===== config.mk =====
export PLATFORM = sky130hd
export DESIGN_NAME = patarm_top
export DESIGN_NICKNAME = d
export VERILOG_FILES = /design/src/hdl/patarm_pkg.sv /design/src/hdl/patarm_line_qual.sv /design/src/hdl/patarm_top.sv
export VERILOG_INCLUDE_DIRS = /design/src /design/src/hdl
export SDC_FILE = /design/constraint.sdc
export NUM_CORES = 1
export LEC_CHECK = 0
export BUFFER_PORTS_ARGS = -buffer_cell sky130_fd_sc_hd__buf_2
export CORE_ASPECT_RATIO = 1.25
export CORE_MARGIN = 1.5
export CORE_UTILIZATION = 53
export DETAILED_ROUTE_END_ITERATION = 16
export PLACE_DENSITY = 0.85
export SETUP_SLACK_MARGIN = 0.1
export SYNTH_ARGS = -nofsm -noshare
export SYNTH_HDL_FRONTEND = slang
export SYNTH_HIERARCHICAL = 1
export SYNTH_SLANG_ARGS = --single-unit

===== constraint.sdc =====
create_clock -name CLOCK -period 2.4 [get_ports CLOCK]
set_clock_uncertainty 0.05 [all_clocks]
set_input_delay 0.24 -clock CLOCK [delete_from_list [all_inputs] [get_ports CLOCK]]
set_output_delay 0.24 -clock CLOCK [all_outputs]
set_load 0.05 [all_outputs]

===== src/hdl/patarm_map.svh =====
// register map, field positions and reset values of the pattern arm block
//
// How it works
// - an 8-bit output-state register holds one bit per trigger-bus line
// - an output line other than the arm event line is driven high or low after its output-state bit
// - the output-state bit of a line set to input has no effect
// - pattern arm mode takes bus lines, digital io, timer and software arm
// - software arm is always honoured in pattern arm mode, with no enable
// - an arm event needs every configured condition at once, combined by AND
// - several conditions on one line are combined by OR for that line
// - bus conditions are four 8-bit masks, bit n for bus line n
// - digital io conditions are four 16-bit masks, bit n for io line n
// - bus mask 0 rising edge, 2 high level, 3 low level
// - mask 1 is falling edge for bus and digital io lines
// - io mask 0 rising edge, 2 high level, 3 low level
// - timer enable set gives periodic arm events, clear gives none
// - the combined arm event is driven on one selectable bus line
// - the own arm is taken from a separately selectable bus line
// - output lines drive the internal bus always, external only in wide scope
// - input lines read external bus in wide scope, otherwise internal bus
`ifndef PATARM_MAP_SVH
`define PATARM_MAP_SVH

// -------------------------------------------------------------------------
// byte offsets on the register bus
// -------------------------------------------------------------------------
`define PATARM_OFS_CTRL     8'h00
`define PATARM_OFS_DIR      8'h04
`define PATARM_OFS_SCOPE    8'h08
`define PATARM_OFS_OUTSTATE 8'h0c
`define PATARM_OFS_BUSMASK0 8'h10
`define PATARM_OFS_IOMASK0  8'h20
`define PATARM_OFS_PERIOD   8'h30
`define PATARM_OFS_SWARM    8'h34
`define PATARM_OFS_STATUS   8'h38
`define PATARM_MASK_STRIDE  8'h04

// -------------------------------------------------------------------------
// fields of the control word, the software arm word and the status word
// -------------------------------------------------------------------------
`define PATARM_CTRL_MODE    0
`define PATARM_CTRL_TIMER   1
`define PATARM_CTRL_OSEL    6:4
`define PATARM_CTRL_ISEL    10:8
`define PATARM_SWARM_BIT    0
`define PATARM_STAT_BUS     7:0
`define PATARM_STAT_IO      23:8
`define PATARM_STAT_EVENT   24

// -------------------------------------------------------------------------
// reset values and timer counter constants
// -------------------------------------------------------------------------
`define PATARM_RST_BYTE     8'h00
`define PATARM_RST_WORD     16'h0000
`define PATARM_RST_SEL      3'h0
`define PATARM_RST_PERIOD   32'h0000_07cf
`define PATARM_RST_DATA     32'h0000_0000
`define PATARM_COUNT_ZERO   32'h0000_0000
`define PATARM_COUNT_ONE    32'h0000_0001

`endif


===== src/hdl/patarm_pkg.sv =====
// types shared by the pattern arm block
`default_nettype none
package patarm_pkg;
  // bus slave handshake states
  typedef enum logic [1:0] {
    BUS_IDLE = 2'b01,
    BUS_ACK  = 2'b10
  } patarm_bus_e;

  typedef logic [7:0]  patarm_bus_t;
  typedef logic [15:0] patarm_io_t;
  typedef logic [2:0]  patarm_sel_t;
endpackage
`default_nettype wire


===== src/hdl/patarm_line_qual.sv =====
// per-line input conditioning and condition match for one group of lines
`timescale 1ns/1ps
`default_nettype none
module patarm_line_qual #(
  parameter int W = 8
) (
  input  wire logic         clk,
  input  wire logic         rst_n,
  input  wire logic [W-1:0] raw_in,
  input  wire logic [W-1:0] mask_rise,
  input  wire logic [W-1:0] mask_fall,
  input  wire logic [W-1:0] mask_high,
  input  wire logic [W-1:0] mask_low,
  output logic      [W-1:0] level,
  output logic      [W-1:0] rise,
  output logic              all_ok,
  output logic              any_cfg
);
  logic [W-1:0] meta_q;
  logic [W-1:0] sync_q;
  logic [W-1:0] last_q;
  logic [W-1:0] line_ok;
  logic [W-1:0] line_cfg;

  // two-flop synchroniser and previous sample
  always_ff @(posedge clk) begin
    if (!rst_n) begin
      meta_q <= '0;
      sync_q <= '0;
      last_q <= '0;
    end else begin
      meta_q <= raw_in;
      sync_q <= meta_q;
      last_q <= sync_q;
    end
  end

  assign level = sync_q;
  assign rise  = sync_q & ~last_q;

  // per line: any enabled condition satisfies it, unconfigured lines pass
  genvar n;
  generate
    for (n = 0; n < W; n++) begin : g_line
      logic fall_n;
      assign fall_n = ~sync_q[n] & last_q[n];
      assign line_cfg[n] = mask_rise[n] | mask_fall[n] | mask_high[n] | mask_low[n];
      assign line_ok[n]  = ~line_cfg[n]
                         | (mask_rise[n] & rise[n])
                         | (mask_fall[n] & fall_n)
                         | (mask_high[n] & sync_q[n])
                         | (mask_low[n]  & ~sync_q[n]);
    end
  endgenerate

  assign all_ok  = &line_ok;
  assign any_cfg = |line_cfg;
endmodule
`default_nettype wire


===== src/hdl/patarm_top.sv =====
// pattern arm event logic and trigger-bus output state with avalon registers
`timescale 1ns/1ps
`default_nettype none
`include "patarm_map.svh"
module patarm_top (
  input  wire logic        CLOCK,
  input  wire logic        RST_N,
  input  wire logic [7:0]  AVS_ADDRESS,
  input  wire logic        AVS_READ,
  input  wire logic        AVS_WRITE,
  input  wire logic [31:0] AVS_WRITEDATA,
  input  wire logic [3:0]  AVS_BYTEENABLE,
  output logic      [31:0] AVS_READDATA,
  output logic             AVS_WAITREQUEST,
  input  wire logic [7:0]  EXT_BUS_IN,
  output logic      [7:0]  EXT_BUS_OUT,
  output logic      [7:0]  EXT_BUS_OE_N,
  input  wire logic [7:0]  INT_BUS_IN,
  output logic      [7:0]  INT_BUS_OUT,
  output logic      [7:0]  INT_BUS_DRIVE,
  input  wire logic [15:0] DIGITAL_IO_IN,
  output logic             ARM_EVENT,
  output logic             ARM_OUT
);
  // -----------------------------------------------------------------------
  // state
  // -----------------------------------------------------------------------
  patarm_pkg::patarm_bus_e state_q;
  patarm_pkg::patarm_bus_t dir_q;
  patarm_pkg::patarm_bus_t scope_q;
  patarm_pkg::patarm_bus_t out_state_q;
  patarm_pkg::patarm_bus_t bus_mask_q [4];
  patarm_pkg::patarm_io_t  io_mask_q  [4];
  patarm_pkg::patarm_sel_t out_sel_q;
  patarm_pkg::patarm_sel_t in_sel_q;
  logic                    mode_q;
  logic                    timer_en_q;
  logic [31:0]             period_q;
  logic [31:0]             count_q;
  logic                    tick_q;
  logic                    sw_arm_q;
  logic                    event_d;
  logic [31:0]             rdata_d;
  logic                    wr_fire;
  logic [7:0]              bus_raw;
  logic [7:0]              bus_level;
  logic [7:0]              bus_rise;
  logic [15:0]             io_level;
  logic                    bus_ok;
  logic                    bus_cfg;
  logic                    io_ok;
  logic                    io_cfg;
  logic [7:0]              out_hot;
  logic [7:0]              drive_v;

  // byte-lane merge of a write into an existing register value
  function automatic logic [31:0] be_merge(input logic [31:0] old_v,
                                           input logic [31:0] new_v,
                                           input logic [3:0]  be);
    logic [31:0] res;
    res = old_v;
    for (int b = 0; b < 4; b++) begin
      if (be[b]) begin
        res[8*b +: 8] = new_v[8*b +: 8];
      end
    end
    return res;
  endfunction

  // one-hot select of a bus line
  function automatic logic [7:0] line_hot(input logic [2:0] sel);
    logic [7:0] res;
    res = 8'h00;
    res[sel] = 1'b1;
    return res;
  endfunction

  // -----------------------------------------------------------------------
  // avalon slave: one wait cycle, write commits at the released edge
  // -----------------------------------------------------------------------
  assign wr_fire = (state_q == patarm_pkg::BUS_ACK) && AVS_WRITE;

  // handshake sequencer; waitrequest sits high except in the answer cycle
  always_ff @(posedge CLOCK) begin
    if (!RST_N) begin
      state_q         <= patarm_pkg::BUS_IDLE;
      AVS_WAITREQUEST <= 1'b1;
    end else begin
      case (state_q)
        patarm_pkg::BUS_IDLE: begin
          if (AVS_READ || AVS_WRITE) begin
            state_q         <= patarm_pkg::BUS_ACK;
            AVS_WAITREQUEST <= 1'b0;
          end
        end
        patarm_pkg::BUS_ACK: begin
          state_q         <= patarm_pkg::BUS_IDLE;
          AVS_WAITREQUEST <= 1'b1;
        end
        default: begin
          state_q         <= patarm_pkg::BUS_IDLE;
          AVS_WAITREQUEST <= 1'b1;
        end
      endcase
    end
  end

  // read mux; unmapped offsets read as zero
  always_comb begin
    rdata_d = `PATARM_RST_DATA;
    if (AVS_ADDRESS == `PATARM_OFS_CTRL) begin
      rdata_d[`PATARM_CTRL_MODE]  = mode_q;
      rdata_d[`PATARM_CTRL_TIMER] = timer_en_q;
      rdata_d[`PATARM_CTRL_OSEL]  = out_sel_q;
      rdata_d[`PATARM_CTRL_ISEL]  = in_sel_q;
    end else if (AVS_ADDRESS == `PATARM_OFS_DIR) begin
      rdata_d[7:0] = dir_q;
    end else if (AVS_ADDRESS == `PATARM_OFS_SCOPE) begin
      rdata_d[7:0] = scope_q;
    end else if (AVS_ADDRESS == `PATARM_OFS_OUTSTATE) begin
      rdata_d[7:0] = out_state_q;
    end else if (AVS_ADDRESS == `PATARM_OFS_PERIOD) begin
      rdata_d = period_q;
    end else if (AVS_ADDRESS == `PATARM_OFS_STATUS) begin
      rdata_d[`PATARM_STAT_BUS]   = bus_level;
      rdata_d[`PATARM_STAT_IO]    = io_level;
      rdata_d[`PATARM_STAT_EVENT] = ARM_EVENT;
    end else begin
      for (int k = 0; k < 4; k++) begin
        if (AVS_ADDRESS == `PATARM_OFS_BUSMASK0 + 8'(k) * `PATARM_MASK_STRIDE) begin
          rdata_d[7:0] = bus_mask_q[k];
        end
        if (AVS_ADDRESS == `PATARM_OFS_IOMASK0 + 8'(k) * `PATARM_MASK_STRIDE) begin
          rdata_d[15:0] = io_mask_q[k];
        end
      end
    end
  end

  // read data is captured on the taking edge and stands through the answer
  always_ff @(posedge CLOCK) begin
    if (!RST_N) begin
      AVS_READDATA <= `PATARM_RST_DATA;
    end else if (state_q == patarm_pkg::BUS_IDLE && AVS_READ) begin
      AVS_READDATA <= rdata_d;
    end
  end

  // -----------------------------------------------------------------------
  // configuration registers
  // -----------------------------------------------------------------------
  // control word and line configuration
  always_ff @(posedge CLOCK) begin
    logic [31:0] m;
    m = `PATARM_RST_DATA;
    if (!RST_N) begin
      mode_q      <= 1'b0;
      timer_en_q  <= 1'b0;
      out_sel_q   <= `PATARM_RST_SEL;
      in_sel_q    <= `PATARM_RST_SEL;
      dir_q       <= `PATARM_RST_BYTE;
      scope_q     <= `PATARM_RST_BYTE;
      out_state_q <= `PATARM_RST_BYTE;
      period_q    <= `PATARM_RST_PERIOD;
    end else if (wr_fire) begin
      if (AVS_ADDRESS == `PATARM_OFS_CTRL) begin
        m = be_merge({21'h000000, in_sel_q, 1'b0, out_sel_q, 2'h0, timer_en_q, mode_q},
                     AVS_WRITEDATA, AVS_BYTEENABLE);
        mode_q     <= m[`PATARM_CTRL_MODE];
        timer_en_q <= m[`PATARM_CTRL_TIMER];
        out_sel_q  <= m[`PATARM_CTRL_OSEL];
        in_sel_q   <= m[`PATARM_CTRL_ISEL];
      end else if (AVS_ADDRESS == `PATARM_OFS_DIR) begin
        m = be_merge({24'h000000, dir_q}, AVS_WRITEDATA, AVS_BYTEENABLE);
        dir_q <= m[7:0];
      end else if (AVS_ADDRESS == `PATARM_OFS_SCOPE) begin
        m = be_merge({24'h000000, scope_q}, AVS_WRITEDATA, AVS_BYTEENABLE);
        scope_q <= m[7:0];
      end else if (AVS_ADDRESS == `PATARM_OFS_OUTSTATE) begin
        m = be_merge({24'h000000, out_state_q}, AVS_WRITEDATA, AVS_BYTEENABLE);
        out_state_q <= m[7:0];
      end else if (AVS_ADDRESS == `PATARM_OFS_PERIOD) begin
        period_q <= be_merge(period_q, AVS_WRITEDATA, AVS_BYTEENABLE);
      end
    end
  end

  // condition masks, one word per condition type and line group
  always_ff @(posedge CLOCK) begin
    logic [31:0] m;
    m = `PATARM_RST_DATA;
    if (!RST_N) begin
      for (int k = 0; k < 4; k++) begin
        bus_mask_q[k] <= `PATARM_RST_BYTE;
        io_mask_q[k]  <= `PATARM_RST_WORD;
      end
    end else if (wr_fire) begin
      for (int k = 0; k < 4; k++) begin
        if (AVS_ADDRESS == `PATARM_OFS_BUSMASK0 + 8'(k) * `PATARM_MASK_STRIDE) begin
          m = be_merge({24'h000000, bus_mask_q[k]}, AVS_WRITEDATA, AVS_BYTEENABLE);
          bus_mask_q[k] <= m[7:0];
        end
        if (AVS_ADDRESS == `PATARM_OFS_IOMASK0 + 8'(k) * `PATARM_MASK_STRIDE) begin
          m = be_merge({16'h0000, io_mask_q[k]}, AVS_WRITEDATA, AVS_BYTEENABLE);
          io_mask_q[k] <= m[15:0];
        end
      end
    end
  end

  // software arm: a write pulse, no enable of its own
  always_ff @(posedge CLOCK) begin
    if (!RST_N) begin
      sw_arm_q <= 1'b0;
    end else begin
      sw_arm_q <= wr_fire && AVS_ADDRESS == `PATARM_OFS_SWARM
                  && AVS_BYTEENABLE[0] && AVS_WRITEDATA[`PATARM_SWARM_BIT];
    end
  end

  // -----------------------------------------------------------------------
  // arm timer: period_q + 1 cycles between single-cycle ticks
  // -----------------------------------------------------------------------
  // counter held at zero while disabled so the first tick is a full period late
  always_ff @(posedge CLOCK) begin
    if (!RST_N) begin
      count_q <= `PATARM_COUNT_ZERO;
      tick_q  <= 1'b0;
    end else if (!(timer_en_q && mode_q)) begin
      count_q <= `PATARM_COUNT_ZERO;
      tick_q  <= 1'b0;
    end else if (count_q >= period_q) begin
      count_q <= `PATARM_COUNT_ZERO;
      tick_q  <= 1'b1;
    end else begin
      count_q <= count_q + `PATARM_COUNT_ONE;
      tick_q  <= 1'b0;
    end
  end

  // -----------------------------------------------------------------------
  // line sampling and condition match
  // -----------------------------------------------------------------------
  // output lines read back their own drive, input lines follow the scope
  assign bus_raw = (dir_q & INT_BUS_OUT)
                 | (~dir_q & scope_q & EXT_BUS_IN)
                 | (~dir_q & ~scope_q & INT_BUS_IN);

  patarm_line_qual #(.W(8)) u_bus_qual (
    .clk       (CLOCK),
    .rst_n     (RST_N),
    .raw_in    (bus_raw),
    .mask_rise (bus_mask_q[0]),
    .mask_fall (bus_mask_q[1]),
    .mask_high (bus_mask_q[2]),
    .mask_low  (bus_mask_q[3]),
    .level     (bus_level),
    .rise      (bus_rise),
    .all_ok    (bus_ok),
    .any_cfg   (bus_cfg)
  );

  patarm_line_qual #(.W(16)) u_io_qual (
    .clk       (CLOCK),
    .rst_n     (RST_N),
    .raw_in    (DIGITAL_IO_IN),
    .mask_rise (io_mask_q[0]),
    .mask_fall (io_mask_q[1]),
    .mask_high (io_mask_q[2]),
    .mask_low  (io_mask_q[3]),
    .level     (io_level),
    .rise      (),
    .all_ok    (io_ok),
    .any_cfg   (io_cfg)
  );

  // combined event: every configured source at once, software arm alone
  // is enough; nothing configured means no pattern event at all
  assign event_d = mode_q && (sw_arm_q
                   || ((bus_cfg || io_cfg || timer_en_q)
                       && bus_ok && io_ok && (!timer_en_q || tick_q)));

  // -----------------------------------------------------------------------
  // trigger-bus drive
  // -----------------------------------------------------------------------
  assign out_hot = line_hot(out_sel_q);
  assign drive_v = ((out_state_q & ~out_hot) | ({8{event_d}} & out_hot)) & dir_q;

  // internal bus always carries output lines, external only in wide scope
  always_ff @(posedge CLOCK) begin
    if (!RST_N) begin
      INT_BUS_OUT   <= `PATARM_RST_BYTE;
      INT_BUS_DRIVE <= `PATARM_RST_BYTE;
      EXT_BUS_OUT   <= `PATARM_RST_BYTE;
      EXT_BUS_OE_N  <= ~`PATARM_RST_BYTE;
    end else begin
      INT_BUS_OUT   <= drive_v;
      INT_BUS_DRIVE <= dir_q;
      EXT_BUS_OUT   <= drive_v & scope_q;
      EXT_BUS_OE_N  <= ~(dir_q & scope_q);
    end
  end

  // own arm comes from a rising edge on the selected bus line, read back from its drive if an output
  always_ff @(posedge CLOCK) begin
    if (!RST_N) begin
      ARM_EVENT <= 1'b0;
      ARM_OUT   <= 1'b0;
    end else begin
      ARM_EVENT <= event_d;
      ARM_OUT   <= mode_q && bus_rise[in_sel_q];
    end
  end
endmodule
`default_nettype wire


* Yosys cells after proc, flatten, opt, wreduce, memory -nomap -nowiden
Memories as Yosys holds them, arrays and structs flattened. Cells that the tools add are included.
Word-level totals: input bits 80, ROM bits 0, word-level logic and storage cells 582, flip-flop bits (word level) 239, memories 2, output and inout port bits 67, latch bits 0, RAM bits 96
Memories:
- io_mask_q | depth 4, width 16, rd ports 4, clocked after memory_dff 0, write ports 4, line patarm_top.sv:33 | patarm_pkg::patarm_io_t io_mask_q [4];
- bus_mask_q | depth 4, width 8, rd ports 4, clocked after memory_dff 0, write ports 4, line patarm_top.sv:32 | patarm_pkg::patarm_bus_t bus_mask_q [4];
Cells by class: divide/modulo/power cells 0, bitwise logic cells 371, reduce and logical (&&, ||, !) cells 35, shift-type cells 0, muxes and demuxes 124, $mul 0, order comparisons 4, eq/ne operators 16, add/subtract/negate cells 1
Operator list (number):
- two-way mux 8 bit | 59
- two-way mux 16 bit | 15
- OR 1 bit | 176
- AND 1 bit | 120
- AND 8 bit | 11
- two-way mux 24 bit | 3
- equality test 8 x 6 -> 1 bit, second input constant | 7
- NOT 1 bit | 54
- NOT 8 bit | 5
- two-way mux 1 bit | 37
- adder 32 x 1 -> 32 bit, second input constant | 1
- equality test 8 x 5 -> 1 bit, second input constant | 4
- >= comparator 32 bit | 1
- AND reduction 7 bit | 4
- two-way mux 25 bit | 1
- OR 8 bit | 3
- two-way mux 21 bit | 1
- AND 16 bit | 1
- equality test 8 x 4 -> 1 bit, second input constant | 2
- NOT 16 bit | 1
- AND reduction 16 bit | 1
- OR reduction 16 bit | 1
- logical AND 1 bit | 12
- two-way mux 9 bit | 1
- 21 further kinds | 30

* Depth between registers and ports, before layout
depth after elaboration 21, depth in mapped cells 10, depth with buffers taken out 9

* Cells and area by module
Netlist, hierarchy kept.
By module, submodules not included:
- patarm_top | seq. area each 6206.0 um^2, area each 12484.5 um^2, cells each 1284, instances 1
- patarm_line_qual (u_io_qual) | seq. area each 960.9 um^2, area each 2283.4 um^2, cells each 224, instances 1
- patarm_line_qual (u_bus_qual) | seq. area each 480.5 um^2, area each 1118.6 um^2, cells each 122, instances 1

* Least setup slack after synthesis
OpenSTA, ideal clock, no wires.
kind input to register, start point input AVS_ADDRESS[7], end point memory bus_mask_q[0][0] (netlist name), enable pin, required time 1.966 ns, buffers on the path 1, stages on the path 4, slack 0.011 ns, library setup time 0.384 ns, arrival time 1.955 ns, cells stage by stage buf_4 > nor4b_1 > nand3_1 > o21ai_0
RTL lines:
- from (decl) | line patarm_top.sv:8 | input wire logic [7:0] AVS_ADDRESS,
- to (decl) | line patarm_top.sv:32

* Final worst setup path
start point register period_q[17], end point register count_q[5]
On the way: longest elaborated chain between the ends 2
Ends and longest elaborated chain:
- from (decl) | line patarm_top.sv:38 | logic [31:0] period_q;
- from (signal assigned) | line patarm_top.sv:164 | period_q <= `PATARM_RST_PERIOD;
- from (signal assigned) | line patarm_top.sv:183 | period_q <= be_merge(period_q, AVS_WRITEDATA, AVS_BYTEENABLE);
- >= comparator 32 bit | line patarm_top.sv:232 | end else if (count_q >= period_q) begin
- OR reduction 3 bit (no line)
- to (signal assigned) | line patarm_top.sv:230 | count_q <= `PATARM_COUNT_ZERO;
- to (signal assigned) | line patarm_top.sv:233 | count_q <= `PATARM_COUNT_ZERO;
- to (signal assigned) | line patarm_top.sv:236 | count_q <= count_q + `PATARM_COUNT_ONE;
- to (decl) | line patarm_top.sv:39 | logic [31:0] count_q;
Every way passes these cells. A chain may end at the register's enable or synchronous reset.

==> impl_metrics.tcl <==
set metrics [dict create \
    dp_hpwl_um 39200 \
    setup.worst_path.class "reg -> reg" \
    antenna_violating_nets_post_route 0 \
    worstPathRequired_ns 2.82 \
    cp.depth 10 \
    report.final.hold_viol_count 0 \
    final_cell_area_um2 20800 \
    r2r-start "period_q[17]" \
    rsz0062_at_grt "true" \
    slew_violations 0 \
    final_layout_size_suffix_gt1_share_pct 28.0 \
    worst_r2r_path_depth 10 \
    final_cell_mix "sky130_fd_sc_hd__buf_4, sky130_fd_sc_hd__dfxtp_1, sky130_fd_sc_hd__and2_1" \
    global_route.peak_usage_layer "met2" \
    fin_setup_tns_ns -13.76 \
    initial_core_util_pct 54.0 \
    post-route-period-util_pct 115 \
    drt_first_iter_violations 1987 \
    io-pin-count 147 \
    regToRegSetupSlack_ns -0.36 \
    path_cells "inv_1, ha_1, a21oi_1, o21ai_0, a221oi_4, o221ai_2, a311o_2, buf_12, clkbuf_16, nor2_4" \
    routed_wire_length_per_instance_um 24.9 \
    power-per-cell-area_nw_per_um2 618 \
    result_of_the_run "finished, violations left" \
    grt_util_met3_pct 8.08 \
    fmax_mhz 362 \
    route.detailed.drc 0 \
    maxCapViolCount 0 \
    place.port_buffers 146 \
    largest_stage_delay_on_the_critical_path_ns 0.41 \
    multi_input_area_um2 8090 \
    cp_slowest_cell "sky130_fd_sc_hd__a221oi_4" \
    timing.slew.headroom_pct 44.0 \
    synthesis.instances 1614 \
    end_kind "flip-flop" \
    cts-htree-levels 2 \
    placementRows 70 \
    overflow 0 \
    design.die.area_um2 30800 \
    crit_buf_inv 3 \
    worst_setup_path_endpoint "count_q[5]" \
    antenna_found_initial 1 \
    flow.area_growth_from_synthesis_pct 31.6 \
    hp-class "in -> reg" \
    grt.total_usage_pct 37.2 \
    syn_area_per_cell_um2 9.78 \
    route.vias.total 15500 \
    place_area_um2 18500 \
    tritoncts.num_buffers 35 \
    fillerInstances 2011 \
    die_height_um 196 \
    grt_start_max_net_pins 69 \
    placeableCoreArea_um2 29300 \
    gpl.final_weighted_congestion 0.963 \
    worst_r2r_endpoint "count_q[5]" \
    critPathTopFamily "compound AO/OA/AOI/OAI gates" \
    mappedNetlistNets 1727 \
    violations_in_the_final_reports "setup timing" \
    path_max_fanout 6 \
    gr-usage-met1_pct 47.2 \
    final_nets 2118 \
    first_global_vias 14900 \
    cts_buffer_depth 3 \
    post_drt_via_cell_ratio 6.40 \
    clock_tree.root_cell "sky130_fd_sc_hd__clkbuf_16" \
    yosys_warning_total 6 \
    max-vdd-ir-drop_uv 581 \
    timing_worst_slew_pin_value_ns 0.836 \
    cts_tree "done" \
    crit_path_start "period_q[17]" \
    setup_viol 48 \
    grt_first_pass_wirelength_um 87000 \
    place_ws_ns -0.442 \
    gr-usage-met2_pct 59.7 \
    cts_clk_pin_slew_worst_paths_ns 0.06 \
    regArea_um2 7660 \
    mappedNetlistArea_um2 15800 \
    worstPathArrival_ns 3.18 \
    drtPass1Iterations 6 \
    fin_ws_ns -0.359 \
    totalWireLength_um 60500 \
    clock-sinks 334 \
    p_leak_nw 8.30 \
    die_width_um 157 \
    min_period_ns 2.76 \
    start_kind "flip-flop" \
    insertion_delay_ns 0.54 \
    post-layout-total-power_mw 12.9 \
    layout.cells.most_common "sky130_fd_sc_hd__buf_4" \
]
-- where the power goes --
part           leakage, nW  switching (mW)  total (mW)  internal (mW)
clock                0.596            2.38        5.77           3.39
sequential            2.92          0.0961        6.00           5.91
combinational         4.78           0.631        1.08          0.446
total                 8.30            3.11        12.9           9.74
-- routing by layer --
layer  vias to the layer above  wire [um]
li1                       6624          -
met1                      7311      21600
met2                      1245      27200
met3                       358       7170
met4                         0       4480
met5                         -          0
-- stage by stage --
step	utilization, %	hold slack (ns)	cells
final	71.0	0.00680	2429
after global routing	71.0	0.0155	2428
after CTS	70.1	0.00418	2424
after floorplan	-	0.312	1614
after global placement	63.4	0.365	2315
after detailed placement	63.4	0.372	2315
-- area by class of cell --
class	instances	share of cell area [%]
clock inverters	14	0.831
multi-input cells	1149	38.9
clock buffers	50	5.03
well taps	396	2.38
inverters	49	0.885
diodes	1	0.0120
flip-flops and latches	334	36.9
repair buffers	436	15.1
-- timing repair --
action | 4_1_cts | 5_1_grt
pin swaps | 25 | 28
hold buffers | 36 | 0
resized for setup | 62 | 60
cloned | 2 | 1
hold endpoints to repair | 36 | 0
setup buffers | 8 | 5
endpoints found under the setup margin | 48 | 63
-- worst reg2reg max path: stages (launching register included) --
cell and delay [ns]:
sky130_fd_sc_hd__dfxtp_1 0.37, sky130_fd_sc_hd__inv_1 0.07, sky130_fd_sc_hd__ha_1 0.32, sky130_fd_sc_hd__a21oi_1 0.23, sky130_fd_sc_hd__o21ai_0 0.21, sky130_fd_sc_hd__a221oi_4 0.41
sky130_fd_sc_hd__o221ai_2 0.19, sky130_fd_sc_hd__a311o_2 0.41, sky130_fd_sc_hd__buf_12 0.18, sky130_fd_sc_hd__clkbuf_16 0.18, sky130_fd_sc_hd__nor2_4 0.08
-- sequential cells by signal, indices dropped and copies added (netlist names), 16 cells and up --
| signal | count |
|---|---|
| AVS_READDATA | 32 |
| bus_mask_q | 32 |
| count_q | 32 |
| io_mask_q | 64 |
| period_q | 32 |
| u_io_qual/last_q | 16 |
| u_io_qual/level | 16 |
| u_io_qual/meta_q | 16 |
-- how the worst min path moves through the flow --
stage / start / end / slack [ns] / cells after the start
floorplan: DIGITAL_IO_IN[11] / u_io_qual/meta_q[11] / 0.31 / 1
global placement: u_bus_qual/meta_q[7] / u_bus_qual/level[7] / 0.36 / 1
detailed placement: u_bus_qual/meta_q[6] / u_bus_qual/level[6] / 0.37 / 1
CTS: AVS_WRITEDATA[8] / period_q[8] / 0.004 / 3
global route: AVS_WRITEDATA[14] / period_q[14] / 0.02 / 3
finish: AVS_WRITEDATA[14] / period_q[14] / 0.007 / 3
Power figures use the tool's default switching activity.
